[config.mk]
export PLATFORM = sky130hd
export DESIGN_NAME = blrx_exec
export DESIGN_NICKNAME = d
export VERILOG_FILES = /design/src/rtl/blrx_pkg.sv /design/src/rtl/blrx_decode.sv /design/src/rtl/blrx_exec.sv
export SDC_FILE = /design/constraint.sdc
export NUM_CORES = 2
export LEC_CHECK = 0
export CAP_MARGIN = 10
export CORE_MARGIN = 2
export CORE_UTILIZATION = 45
export CTS_BUF_LIST = sky130_fd_sc_hd__clkbuf_4 sky130_fd_sc_hd__clkbuf_8
export DETAILED_ROUTE_END_ITERATION = 12
export DONT_BUFFER_PORTS = 1
export PLACE_DENSITY_LB_ADDON = 0.25
export SLEW_MARGIN = 10
export SYNTH_ARGS = -nofsm -noshare
export SYNTH_HDL_FRONTEND = slang
export SYNTH_SLANG_ARGS = --single-unit
[constraint.sdc]
create_clock -name i_clk_sys -period 10.58 [get_ports i_clk_sys]
set_clock_uncertainty 0.15 [all_clocks]
set_input_delay 2.116 -clock i_clk_sys [delete_from_list [all_inputs] [get_ports i_clk_sys]]
set_output_delay 2.116 -clock i_clk_sys [all_outputs]
set_load 0.05 [all_outputs]
[src/rtl/blrx_pkg.sv]
package blrx_pkg;

  // ----------------------------------------------------------------
  // opcodes
  // ----------------------------------------------------------------
  localparam logic [7:0] OP_INTERRUPT_RETURN_OP    = 8'hBF;
  localparam logic [7:0] OP_JP_RR   = 8'h30;
  localparam logic [3:0] NIB_JP_CC  = 4'hD;
  localparam logic [3:0] NIB_JR     = 4'hB;
  localparam logic [3:0] NIB_LD_IM  = 4'hC;
  localparam logic [3:0] NIB_LD_RR  = 4'h8;
  localparam logic [3:0] NIB_LD_WR  = 4'h9;
  localparam logic [7:0] OP_LD_C7   = 8'hC7;
  localparam logic [7:0] OP_LD_D7   = 8'hD7;
  localparam logic [7:0] OP_LD_E4   = 8'hE4;
  localparam logic [7:0] OP_LD_E5   = 8'hE5;
  localparam logic [7:0] OP_LD_E6   = 8'hE6;
  localparam logic [7:0] OP_LD_D6   = 8'hD6;
  localparam logic [7:0] OP_LD_F5   = 8'hF5;
  localparam logic [7:0] OP_LD_87   = 8'h87;
  localparam logic [7:0] OP_LD_97   = 8'h97;

  // ----------------------------------------------------------------
  // cycle counts and lengths
  // ----------------------------------------------------------------
  localparam logic [3:0] CYC_INTERRUPT_RETURN_OP_N = 4'hA;
  localparam logic [3:0] CYC_INTERRUPT_RETURN_OP_X = 4'hC;
  localparam logic [3:0] CYC_INTERRUPT_RETURN_OP_F = 4'h6;
  localparam logic [3:0] CYC_JP     = 4'h8;
  localparam logic [3:0] CYC_JR     = 4'h6;
  localparam logic [3:0] CYC_LD2    = 4'h4;
  localparam logic [3:0] CYC_LD3    = 4'h6;
  localparam logic [3:0] CYC_ILL    = 4'h1;
  localparam logic [1:0] LEN1       = 2'h1;
  localparam logic [1:0] LEN2       = 2'h2;
  localparam logic [1:0] LEN3       = 2'h3;

  // ----------------------------------------------------------------
  // register map (byte addresses)
  // ----------------------------------------------------------------
  localparam logic [7:0]  FLAGS_IDX   = 8'hD5;
  localparam logic [11:0] OFF_CTRL    = 12'h000;
  localparam logic [11:0] OFF_INSTR   = 12'h004;
  localparam logic [11:0] OFF_PC      = 12'h008;
  localparam logic [11:0] OFF_SP      = 12'h00C;
  localparam logic [11:0] OFF_IP      = 12'h010;
  localparam logic [11:0] OFF_SHADOW  = 12'h014;
  localparam logic [11:0] OFF_SYM     = 12'h018;
  localparam logic [11:0] OFF_STATUS  = 12'h01C;
  localparam logic [11:0] OFF_RF_LO   = 12'h040;
  localparam logic [11:0] OFF_RF_HI   = 12'h07C;
  localparam logic [11:0] OFF_FLAGS   = {2'h0, FLAGS_IDX, 2'h0};

  // ----------------------------------------------------------------
  // fields and reset values
  // ----------------------------------------------------------------
  localparam int unsigned CTRL_START = 0;
  localparam int unsigned CTRL_FIRQ  = 1;
  localparam int unsigned CTRL_XSTK  = 2;
  localparam int unsigned FIS_BIT    = 1;
  localparam int unsigned GIE_BIT    = 0;
  localparam logic [15:0] PC_RST     = 16'h0000;
  localparam logic [15:0] IP_RST     = 16'h0000;
  localparam logic [7:0]  SP_RST     = 8'h00;
  localparam logic [7:0]  FLAGS_RST  = 8'h00;
  localparam logic [7:0]  SYM_RST    = 8'h00;
  localparam logic [1:0]  RESP_OK    = 2'h0;
  localparam logic [1:0]  RESP_ERR   = 2'h2;

  typedef enum logic [4:0] {
    KD_ILL, KD_INTERRUPT_RETURN_OP_N, KD_INTERRUPT_RETURN_OP_F, KD_JP_CC, KD_JP_RR, KD_JR,
    KD_LD_IM, KD_LD_RR, KD_LD_WR, KD_LD_C7, KD_LD_D7, KD_LD_E4,
    KD_LD_E5, KD_LD_E6, KD_LD_D6, KD_LD_F5, KD_LD_87, KD_LD_97
  } blrx_kind_e;

endpackage

[src/rtl/blrx_decode.sv]
`timescale 1ns/1ns
`default_nettype none
module blrx_decode (
  // opcode and mode
  input  wire logic [7:0]         i_op,
  input  wire logic               i_fis,
  input  wire logic               i_xstk,
  // decoded
  output var  blrx_pkg::blrx_kind_e o_kind,
  output var  logic [1:0]         o_len,
  output var  logic [3:0]         o_cyc
);
  import blrx_pkg::*;

  always_comb begin
    o_kind = KD_ILL;
    o_len  = LEN1;
    o_cyc  = CYC_ILL;
    case (i_op)
      OP_INTERRUPT_RETURN_OP: begin
        o_kind = i_fis ? KD_INTERRUPT_RETURN_OP_F : KD_INTERRUPT_RETURN_OP_N;
        o_cyc  = i_fis ? CYC_INTERRUPT_RETURN_OP_F : (i_xstk ? CYC_INTERRUPT_RETURN_OP_X : CYC_INTERRUPT_RETURN_OP_N);
      end
      OP_JP_RR: begin
        o_kind = KD_JP_RR;
        o_len  = LEN2;
        o_cyc  = CYC_JP;
      end
      OP_LD_C7, OP_LD_D7: begin
        o_kind = (i_op == OP_LD_C7) ? KD_LD_C7 : KD_LD_D7;
        o_len  = LEN2;
        o_cyc  = CYC_LD2;
      end
      OP_LD_E4, OP_LD_E5, OP_LD_E6, OP_LD_D6, OP_LD_F5, OP_LD_87, OP_LD_97: begin
        o_len = LEN3;
        o_cyc = CYC_LD3;
        case (i_op)
          OP_LD_E4: o_kind = KD_LD_E4;
          OP_LD_E5: o_kind = KD_LD_E5;
          OP_LD_E6: o_kind = KD_LD_E6;
          OP_LD_D6: o_kind = KD_LD_D6;
          OP_LD_F5: o_kind = KD_LD_F5;
          OP_LD_87: o_kind = KD_LD_87;
          default:  o_kind = KD_LD_97;
        endcase
      end
      default: begin
        case (i_op[3:0])
          NIB_JP_CC: begin
            o_kind = KD_JP_CC;
            o_len  = LEN3;
            o_cyc  = CYC_JP;
          end
          NIB_JR: begin
            o_kind = KD_JR;
            o_len  = LEN2;
            o_cyc  = CYC_JR;
          end
          NIB_LD_IM, NIB_LD_RR, NIB_LD_WR: begin
            o_kind = (i_op[3:0] == NIB_LD_IM) ? KD_LD_IM :
                     (i_op[3:0] == NIB_LD_RR) ? KD_LD_RR : KD_LD_WR;
            o_len  = LEN2;
            o_cyc  = CYC_LD2;
          end
          default: o_kind = KD_ILL;
        endcase
      end
    endcase
  end
endmodule // blrx_decode
`default_nettype wire

[src/rtl/blrx_exec.sv]
// The AXI4-Lite slave port was chosen for this implementation.
`timescale 1ns/1ns
`default_nettype none
module blrx_exec (
  // clock and reset
  input  wire logic        i_clk_sys,
  input  wire logic        i_nrst,
  // axi4-lite write
  input  wire logic        i_awvalid,
  input  wire logic [11:0] i_awaddr,
  output var  logic        o_awready,
  input  wire logic        i_wvalid,
  input  wire logic [31:0] i_wdata,
  input  wire logic [3:0]  i_wstrb,
  output var  logic        o_wready,
  output var  logic        o_bvalid,
  output var  logic [1:0]  o_bresp,
  input  wire logic        i_bready,
  // axi4-lite read
  input  wire logic        i_arvalid,
  input  wire logic [11:0] i_araddr,
  output var  logic        o_arready,
  output var  logic        o_rvalid,
  output var  logic [31:0] o_rdata,
  output var  logic [1:0]  o_rresp,
  input  wire logic        i_rready,
  // status
  output var  logic        o_busy
);
  import blrx_pkg::*;

  typedef struct packed {
    logic             awrdy;
    logic             wrdy;
    logic             bval;
    logic [1:0]       bresp;
    logic             arrdy;
    logic             rval;
    logic [31:0]      rdata;
    logic [1:0]       rresp;
    logic             aw_hold;
    logic [11:0]      awaddr;
    logic             w_hold;
    logic [31:0]      wdata;
    logic [3:0]       wstrb;
    logic [15:0]      pc;
    logic [7:0]       sp;
    logic [7:0]       flags;
    logic [7:0]       shadow;
    logic [15:0]      ip;
    logic [7:0]       system_mode_reg;
    logic             xstk;
    logic [23:0]      instr;
    logic             busy;
    logic [3:0]       cnt;
    logic [1:0]       len;
    blrx_kind_e       kind;
    logic             ill;
    logic             taken;
    logic [3:0]       last_cyc;
    logic [15:0][7:0] rf;
  } blrx_state_s;

  blrx_state_s q;
  blrx_state_s d;

  blrx_kind_e  dec_kind;
  logic [1:0]  dec_len;
  logic [3:0]  dec_cyc;
  logic [7:0]  b0;
  logic [7:0]  b1;
  logic [7:0]  b2;
  logic        wr_go;
  logic        start_go;
  logic        firq_go;
  logic        done;
  logic        cc_true;
  logic [32:0] rd_w;
  logic [32:0] rd_r;
  logic [31:0] wv32;
  logic [7:0]  ld_a;
  logic [7:0]  ld_v;

  // ----------------------------------------------------------------
  // helpers
  // ----------------------------------------------------------------
  // {hit, data}; unmapped or misaligned gives hit low
  function automatic logic [32:0] rd_reg(input logic [11:0] a, input blrx_state_s s);
    logic [32:0] r;
    r = {1'b1, 32'h0000_0000};
    if (a >= OFF_RF_LO && a <= OFF_RF_HI && a[1:0] == 2'h0) begin
      r[7:0] = s.rf[a[5:2]];
    end else begin
      case (a)
        OFF_CTRL:   r[CTRL_XSTK] = s.xstk;
        OFF_INSTR:  r[23:0] = s.instr;
        OFF_PC:     r[15:0] = s.pc;
        OFF_SP:     r[7:0] = s.sp;
        OFF_IP:     r[15:0] = s.ip;
        OFF_SHADOW: r[7:0] = s.shadow;
        OFF_SYM:    r[7:0] = s.system_mode_reg;
        OFF_FLAGS:  r[7:0] = s.flags;
        OFF_STATUS: r[15:0] = {4'h0, s.last_cyc, 5'h00, s.taken, s.ill, s.busy};
        default:    r[32] = 1'b0;
      endcase
    end
    return r;
  endfunction

  function automatic logic [31:0] merge(input logic [31:0] o, input logic [31:0] n,
                                        input logic [3:0] st);
    logic [31:0] m;
    m = o;
    for (int i = 0; i < 4; i++) begin
      if (st[i]) begin
        m[8*i +: 8] = n[8*i +: 8];
      end
    end
    return m;
  endfunction

  // condition table: low three bits pick a test, top bit inverts it
  function automatic logic cond(input logic [3:0] cc, input logic [7:0] f);
    logic t;
    case (cc[2:0])
      3'h0:    t = 1'b0;
      3'h1:    t = f[5] ^ f[4];
      3'h2:    t = f[6] | (f[5] ^ f[4]);
      3'h3:    t = f[7] | f[6];
      3'h4:    t = f[4];
      3'h5:    t = f[5];
      3'h6:    t = f[6];
      default: t = f[7];
    endcase
    return t ^ cc[3];
  endfunction

  blrx_decode u_dec (
    .i_op   (q.instr[7:0]),
    .i_fis  (q.flags[FIS_BIT]),
    .i_xstk (q.xstk),
    .o_kind (dec_kind),
    .o_len  (dec_len),
    .o_cyc  (dec_cyc)
  );

  assign b0       = q.instr[7:0];
  assign b1       = q.instr[15:8];
  assign b2       = q.instr[23:16];
  assign wr_go    = q.aw_hold && q.w_hold && !q.bval;
  assign wv32     = merge(rd_w[31:0], q.wdata, q.wstrb);
  assign rd_w     = rd_reg(q.awaddr, q);
  assign rd_r     = rd_reg(i_araddr, q);
  assign firq_go  = wr_go && !q.busy && q.awaddr == OFF_CTRL && q.wstrb[0] && q.wdata[CTRL_FIRQ];
  assign start_go = wr_go && !q.busy && q.awaddr == OFF_CTRL && q.wstrb[0] && q.wdata[CTRL_START]
                    && !q.wdata[CTRL_FIRQ];
  assign done     = q.busy && q.cnt == 4'h1;
  assign cc_true  = cond(b0[7:4], q.flags);

  // ----------------------------------------------------------------
  // load operand paths
  // ----------------------------------------------------------------
  always_comb begin
    ld_a = 8'h00;
    ld_v = 8'h00;
    case (q.kind)
      KD_LD_IM: begin ld_a = {4'h0, b0[7:4]}; ld_v = b1; end
      KD_LD_RR: begin ld_a = {4'h0, b0[7:4]}; ld_v = q.rf[b1[3:0]]; end
      KD_LD_WR: begin ld_a = b1; ld_v = q.rf[b0[7:4]]; end
      KD_LD_C7: begin ld_a = {4'h0, b1[7:4]}; ld_v = q.rf[q.rf[b1[3:0]][3:0]]; end
      KD_LD_D7: begin ld_a = q.rf[b1[7:4]]; ld_v = q.rf[b1[3:0]]; end
      KD_LD_E4: begin ld_a = b2; ld_v = q.rf[b1[3:0]]; end
      KD_LD_E5: begin ld_a = b2; ld_v = q.rf[q.rf[b1[3:0]][3:0]]; end
      KD_LD_E6: begin ld_a = b1; ld_v = b2; end
      KD_LD_D6: begin ld_a = q.rf[b1[3:0]]; ld_v = b2; end
      KD_LD_F5: begin ld_a = q.rf[b2[3:0]]; ld_v = q.rf[b1[3:0]]; end
      KD_LD_87: begin ld_a = {4'h0, b1[7:4]}; ld_v = q.rf[4'(b2 + q.rf[b1[3:0]])]; end
      KD_LD_97: begin ld_a = b2 + q.rf[b1[3:0]]; ld_v = q.rf[b1[7:4]]; end
      default:  begin ld_a = 8'h00; ld_v = 8'h00; end
    endcase
  end

  // ----------------------------------------------------------------
  // next state
  // ----------------------------------------------------------------
  always_comb begin
    d = q;
    // bus: each channel held until taken, one write and one read at a time
    if (q.bval && i_bready) begin
      d.bval = 1'b0;
    end
    if (q.awrdy && i_awvalid) begin
      d.aw_hold = 1'b1;
      d.awaddr  = i_awaddr;
    end
    if (q.wrdy && i_wvalid) begin
      d.w_hold = 1'b1;
      d.wdata  = i_wdata;
      d.wstrb  = i_wstrb;
    end
    if (wr_go) begin
      d.aw_hold = 1'b0;
      d.w_hold  = 1'b0;
      d.bval    = 1'b1;
      d.bresp   = rd_w[32] ? RESP_OK : RESP_ERR;
      case (q.awaddr)
        OFF_CTRL:   d.xstk = wv32[CTRL_XSTK];
        OFF_INSTR:  d.instr = wv32[23:0];
        OFF_PC:     d.pc = wv32[15:0];
        OFF_SP:     d.sp = wv32[7:0];
        OFF_IP:     d.ip = wv32[15:0];
        OFF_SHADOW: d.shadow = wv32[7:0];
        OFF_SYM:    d.system_mode_reg = wv32[7:0];
        OFF_FLAGS:  d.flags = wv32[7:0];
        default: begin
          if (rd_w[32] && q.awaddr >= OFF_RF_LO && q.awaddr <= OFF_RF_HI) begin
            d.rf[q.awaddr[5:2]] = wv32[7:0];
          end
        end
      endcase
    end
    d.awrdy = !d.aw_hold && !d.bval;
    d.wrdy  = !d.w_hold && !d.bval;
    if (q.rval && i_rready) begin
      d.rval = 1'b0;
    end
    if (q.arrdy && i_arvalid) begin
      d.rval  = 1'b1;
      d.rdata = rd_r[31:0];
      d.rresp = rd_r[32] ? RESP_OK : RESP_ERR;
    end
    d.arrdy = !d.rval;

    // fast interrupt entry; wins over a start in the same write
    if (firq_go) begin
      d.pc             = q.ip;
      d.ip             = q.pc;
      d.shadow         = q.flags;
      d.flags[FIS_BIT] = 1'b1;
    end

    // start: mode picked from the fast bit at this moment
    if (start_go) begin
      d.busy     = 1'b1;
      d.cnt      = dec_cyc;
      d.kind     = dec_kind;
      d.len      = dec_len;
      d.last_cyc = dec_cyc;
      d.ill      = 1'b0;
    end

    // effects land on the last cycle so the count is visible as busy time
    if (q.busy) begin
      d.cnt = q.cnt - 4'h1;
      if (done) begin
        d.busy = 1'b0;
        case (q.kind)
          KD_INTERRUPT_RETURN_OP_N: begin
            d.flags        = q.rf[q.sp[3:0]];
            d.pc           = {q.rf[4'(q.sp + 8'h01)], q.rf[4'(q.sp + 8'h02)]};
            d.sp           = q.sp + 8'h03;
            d.system_mode_reg[GIE_BIT] = 1'b1;
          end
          KD_INTERRUPT_RETURN_OP_F: begin
            d.pc             = q.ip;
            d.ip             = q.pc;
            d.flags          = q.shadow;
            d.flags[FIS_BIT] = 1'b0;
          end
          KD_JP_CC: begin
            d.taken = cc_true;
            d.pc    = cc_true ? {b1, b2} : q.pc + 16'h0003;
          end
          KD_JP_RR: begin
            d.taken = 1'b1;
            d.pc    = {q.rf[b1[3:0]], q.rf[4'(b1 + 8'h01)]};
          end
          KD_JR: begin
            d.taken = cc_true;
            d.pc    = q.pc + 16'h0002 + (cc_true ? {{8{b1[7]}}, b1} : 16'h0000);
          end
          KD_ILL: d.ill = 1'b1;
          default: begin
            d.rf[ld_a[3:0]] = ld_v;
            d.pc            = q.pc + {14'h0000, q.len};
          end
        endcase
        // flags untouched for jumps and loads
      end
    end
  end

  always_ff @(posedge i_clk_sys or negedge i_nrst) begin
    if (!i_nrst) begin
      q       <= '0;
      q.pc    <= PC_RST;
      q.ip    <= IP_RST;
      q.sp    <= SP_RST;
      q.flags <= FLAGS_RST;
      q.system_mode_reg   <= SYM_RST;
      q.kind  <= KD_ILL;
    end else begin
      q <= d;
    end
  end

  assign o_awready = q.awrdy;
  assign o_wready  = q.wrdy;
  assign o_bvalid  = q.bval;
  assign o_bresp   = q.bresp;
  assign o_arready = q.arrdy;
  assign o_rvalid  = q.rval;
  assign o_rdata   = q.rdata;
  assign o_rresp   = q.rresp;
  assign o_busy    = q.busy;

  // ----------------------------------------------------------------
  // checks
  // ----------------------------------------------------------------
  logic [7:0]  stk_top;
  logic        fis_now;
  logic [15:0] jr_tgt;
  logic [15:0] pair;
  logic        jmp_or_ld;
  assign stk_top   = q.rf[q.sp[3:0]];
  assign fis_now   = q.flags[FIS_BIT];
  assign jr_tgt    = q.pc + 16'h0002 + {{8{b1[7]}}, b1};
  assign pair      = {q.rf[b1[3:0]], q.rf[4'(b1 + 8'h01)]};
  assign jmp_or_ld = q.kind != KD_INTERRUPT_RETURN_OP_N && q.kind != KD_INTERRUPT_RETURN_OP_F && q.kind != KD_ILL;

  AST_RET_POP: assert property (@(posedge i_clk_sys) disable iff (!i_nrst)
    (done && q.kind == KD_INTERRUPT_RETURN_OP_N) |=> (q.sp == $past(q.sp) + 8'h03) && (q.flags == $past(stk_top)))
    else $error("normal return pop wrong");
  AST_RET_GIE: assert property (@(posedge i_clk_sys) disable iff (!i_nrst)
    (done && q.kind == KD_INTERRUPT_RETURN_OP_N) |=> q.system_mode_reg[GIE_BIT])
    else $error("normal return left interrupts off");
  AST_RET_SEL: assert property (@(posedge i_clk_sys) disable iff (!i_nrst)
    (start_go && b0 == OP_INTERRUPT_RETURN_OP) |=> q.kind == ($past(fis_now) ? KD_INTERRUPT_RETURN_OP_F : KD_INTERRUPT_RETURN_OP_N))
    else $error("return variant chosen wrongly");
  AST_FAST_RET: assert property (@(posedge i_clk_sys) disable iff (!i_nrst)
    (done && q.kind == KD_INTERRUPT_RETURN_OP_F) |=> !fis_now && q.pc == $past(q.ip) && q.ip == $past(q.pc))
    else $error("fast return swap or status wrong");
  AST_FAST_ENTRY: assert property (@(posedge i_clk_sys) disable iff (!i_nrst)
    firq_go |=> fis_now && q.pc == $past(q.ip) && q.ip == $past(q.pc))
    else $error("fast entry swap wrong");
  AST_FAST_CYC: assert property (@(posedge i_clk_sys) disable iff (!i_nrst)
    (start_go && dec_kind == KD_INTERRUPT_RETURN_OP_F) |=> q.busy [*6] ##1 !q.busy)
    else $error("fast return not 6 cycles");
  AST_NORM_CYC: assert property (@(posedge i_clk_sys) disable iff (!i_nrst)
    (start_go && dec_kind == KD_INTERRUPT_RETURN_OP_N && !q.xstk) |-> ##10 q.busy ##1 !q.busy)
    else $error("normal return not 10 cycles");
  AST_JPCC_MISS: assert property (@(posedge i_clk_sys) disable iff (!i_nrst)
    (done && q.kind == KD_JP_CC && !cc_true) |=> q.pc == $past(q.pc) + 16'h0003)
    else $error("false jump did not fall through");
  AST_JP_PAIR: assert property (@(posedge i_clk_sys) disable iff (!i_nrst)
    (done && q.kind == KD_JP_RR) |=> q.pc == $past(pair))
    else $error("pair jump target wrong");
  AST_JR_TAKEN: assert property (@(posedge i_clk_sys) disable iff (!i_nrst)
    (done && q.kind == KD_JR && cc_true) |=> q.pc == $past(jr_tgt))
    else $error("relative target wrong");
  AST_FLAGS_KEEP: assert property (@(posedge i_clk_sys) disable iff (!i_nrst)
    (done && jmp_or_ld && !wr_go) |=> $stable(q.flags))
    else $error("jump or load changed flags");
  AST_LD_SHORT: assert property (@(posedge i_clk_sys) disable iff (!i_nrst)
    (start_go && dec_kind == KD_LD_IM) |=> q.busy [*4] ##1 !q.busy)
    else $error("short load not 4 cycles");

endmodule // blrx_exec
`default_nettype wire

Word-level counts from Yosys, hierarchy flattened:

Index checks and enable logic that the tools add are counted.
Widths: inputs -> output; s select.

* $add $sub $neg: 10
* magnitude comparators: 19
* eq/ne operators: 57
* multiplexer cells: 115
* bitwise operators: 4
* reduce and logical (&&, ||, !) cells: 64

Operators with widths (count)
* $mux 128: 6
* $bmux 8 s4: 12
* $bwmux 128: 2
* $mux 8: 25
* $mux 16: 10
* $eq 12x5->1 const B: 8
* $pmux 16 s6: 1
* $mux 89: 1
* $eq 8x8->1 const B: 10
* $pmux 5 s7: 2
* $lt 4x5->1 const B: 13
* $demux 8 s4: 2
* $mux 32: 2
* $pmux 8 s7: 1
* $eq 12x4->1 const B: 4
* $mux 24: 2
* $eq 5x4->1 const B: 8
* $mux 37: 1
* $mux 35: 1
* $add 16x2->16 const B: 2
* $pmux 2 s8: 2
* $pmux 4 s8: 1
* $pmux 8 s2: 2
* $pmux 8 s4: 1
* 57 further kinds: 150

* flip-flop bits (word level): 318
* output and inout bits: 42
* word-level logic and storage cells: 315

Logic depth before layout (Yosys ltp):

* depth in word-level cells: 13
* depth in mapped cells: 21

By module:

From an unflattened synthesis, not the netlist that was laid out.

* cells, all modules: 3018
* area, all modules: 31483.9 um2

By module, submodules not included
* blrx_exec: times used 1, cells an instance 2952, area an instance 31054.8 um2, seq. area each 7682.4 um2
* blrx_decode: times used 1, cells an instance 66, area an instance 429.2 um2, seq. area each 0.0 um2

Worst setup path after synthesis:

Ideal clock, no wire load.

* path kind: reg2reg
* from: register q (netlist bit b1[0])
* to: register q[33] in the netlist's numbering
* library setup time: 0.128 ns
* arrival: 4.814 ns
* required time: 10.302 ns
* setup slack: 5.488 ns
* cell stages (with the launch flop): 19
* period minus slack after synthesis: 5.092 ns
* path through: dfrtp_1 -> buf_6 -> mux4_2 -> mux2i_1 -> mux2_2 -> inv_2 -> buf_2 -> buf_2 -> ha_1 -> fa_1 -> clkbuf_1 -> clkbuf_1 -> clkbuf_1 -> mux4_2 -> a222oi_1 -> a31oi_1 -> nor4_4 -> buf_2 -> mux2i_1

RTL lines
* start, declared: line blrx_exec.sv:64 `blrx_state_s q;`

==> impl_metrics.ini <==
[outcome]
status = finished clean

[cells_and_area]
syn_to_final_growth_pct = 4.642
multi_input_area_mm2 = 0.02218
nNetsFinal = 3023
fill_cells = 6457
drive_above_1_share = 0.2594
seq_area_mm2 = 0.007699
final_area_mm2 = 0.03340
final_cell_count_no_fill = 3911

[route]
routed-via-count = 29770
drt-total-wl_um = 142100
ant_nets = 0
drt_pass1_iterations = 10
first_iter_violations = 4753
viasPerCell = 7.612
drc_errors = 0
wl_per_cell_um = 36.35

[sta]
finalCriticalPeriod_ps = 7154
fin_tns_setup_ps = 0
fin_ws_ps = 3426
setup_viol = 0
rsz0062_at_grt = no
relSlewSlack = 0.1356
fmax_ghz = 0.1398
worst_pin_slew_ps = 1294
period_share = 0.6762
timing_hold_violations_final = 0
slew_viol_final = 0

[die]
fp-row-count = 97
die_width_um = 270.3
coreArea_mm2 = 0.07015
pin_count = 109
die_area_mm2 = 0.07307
initial_utilization = 0.4549
die_height_um = 270.3

[power]
comb_power_share = 0.269
power_switching_uw = 1536
switching_share = 0.3863
cellPowerDensity_mw_per_mm2 = 119.1
intPower_uw = 2440
clock_power_share = 0.356
power_frac_seq = 0.375
ir_worst_vdd_mv = 0.2064
p_leak_uw = 0.01266

[worst_setup_path]
crit_buf_inv = 2
critical_path.max_stage_delay_ps = 970
cp_top_family = simple AND/OR/NAND/NOR gates
crit_path_cell_trace = mux4_2 -> mux2i_1 -> mux2_2 -> inv_2 -> buf_4 -> fa_1 -> xnor2_1 -> o21ai_1 -> a2111oi_2 -> and3_2 -> and3_2 -> and2_1 -> mux2i_1
crit_path_end_kind = register
r2r_cells = 13
worst_path_max_delay_cell = dfrtp_4
crit_fanout = 62
critPathLaunchType = register
cp.depth = 13
crit_type = register to register
required_ps = 11090
cp_data_arrival_time_ps = 7670

[synth]
ys_ff_latch = 307
synth_ff_type = dfrtp_1
yosys.area.top_type = mux4_2
synth_common_cells = mux4_2 (356), dfrtp_1 (307), clkbuf_1 (299)
syn_area_mm2 = 0.03191
synth_cell_types = 104
synth_most_common_cell = mux4_2
yosysTopAreaCellShare = 0.2512
netlist_top_cells_area = mux4_2 (25%), dfrtp_1 (24%), mux2i_1 (5.1%), mux2_2 (3.8%), clkbuf_1 (3.5%)
synth-edff-count = 0
ys_async_sr_fraction = 1.000
synth.avg_cell_area_um2 = 9.970
synth_seq_area_share = 0.2407
yosysWarnings = 0
syn_inst = 3201

[place]
io_buffers = 0
place_area_mm2 = 0.03200
dp_cells = 3798
dp_hpwl_um = 96120
place_congestion = 1.053
place_ws_ps = 3643

[clocking]
cts_made_buffers = 59
clockBufferDepth = 3
cts_tree = done
post_cts_resized = 0
h-tree-depth = 2
insertion_delay_ps = 760
cts_hold_buf = 0
clk_pin_slew_ps = 60
cts_root_buf = clkbuf_8
cts_sinks = 307
cts_setup_buffers = 0

[hold_path]
hold_path_class = register to register
holdPathStages = 1

[grt]
grt_usage = 0.3814
use_met3 = 0.1446
antenna_found_initial = 3
grt_pass1_vias = 28440
use_met1 = 0.4854
grt_remaining_overflow = 0
use_met2 = 0.5361
grt_max_degree = 308
grt_pass1_wl_um = 203600
busiest_layer = met2

[job]
drv_cap = 0
==> routing by layer <==
layer	wire (µm)	vias up
met4	11480	2
met1	50530	14860
met3	20930	588
met5	14	-
li1	-	11810
met2	59190	2509
==> path summary, 6_finish.rpt <==
path / startpoint / endpoint / slack [ps]
min: q[129] / q[129] / 330
min reg2reg: q[129] / q[129] / 330
max: b1[0] / q[29] / 3430
min in group asynchronous: i_nrst / q[53] / 920
max in group asynchronous: i_nrst / b1[0] / 8320
max reg2reg: b1[0] / q[29] / 3430
==> registers in the layout (all words and copies together), names as in the netlist, 8 cells and up <==
register,flops
q,250
o_rdata,24
b2,8
b1,8
b0,8
==> layout make-up <==
class,instances,share of cell area
antenna,3,0.0002248
clock buffer,93,0.03570
clock inverter,17,0.005657
inverter,37,0.004159
multi-input combinational,2406,0.6642
sequential,307,0.2305
tap,940,0.03522
timing repair buffer,108,0.02428
==> layout by cell type, fill, tap and decap left out, drive strengths merged, types with 45 or more instances in the layout <==
cell and n:
a211oi 91, a21oi 196, a22oi 45, a31oi 64, and3 58, buf 108
clkbuf 93, dfrtp 307, mux2 107, mux2i 163, mux4 367, nand2 295
nand3 67, nor2 195, nor3 45, o21ai 131
==> cells by family after synthesis <==
| family | after synthesis | synth area share |
|---|---|---|
| fa+ha+maj | 37 | 0.01521 |
| xor+xnor | 63 | 0.01729 |
| compound gates | 790 | 0.1721 |
| other cells | 1 | 0.0001175 |
| buf+inv | 497 | 0.07022 |
| flops | 307 | 0.2407 |
| mux | 637 | 0.3492 |
| simple gates | 869 | 0.1352 |
==> power by group through the flow <==
stage	clock (µW)	sequential (µW)	combinational (µW)
after global routing	1490	1500	1100
final	1420	1490	1070
after CTS	1430	1480	1030
after floorplan	0	1390	754
after detailed placement	0	1510	1030
after global placement	0	1500	1010
==> stage by stage <==
step | util | power (µW) | hold slack, ps
6_report | 0.4761 | 3976 | 332.3
5_1_grt | 0.4760 | 4083 | 356.2
4_1_cts | 0.4759 | 3946 | 332.9
3_5_place_dp | 0.4562 | 2534 | 320.0
3_3_place_gp | 0.4562 | 2513 | 315.3
2_1_floorplan | - | 2144 | 294.5
No activity file was read; power rests on OpenSTA's default activity.
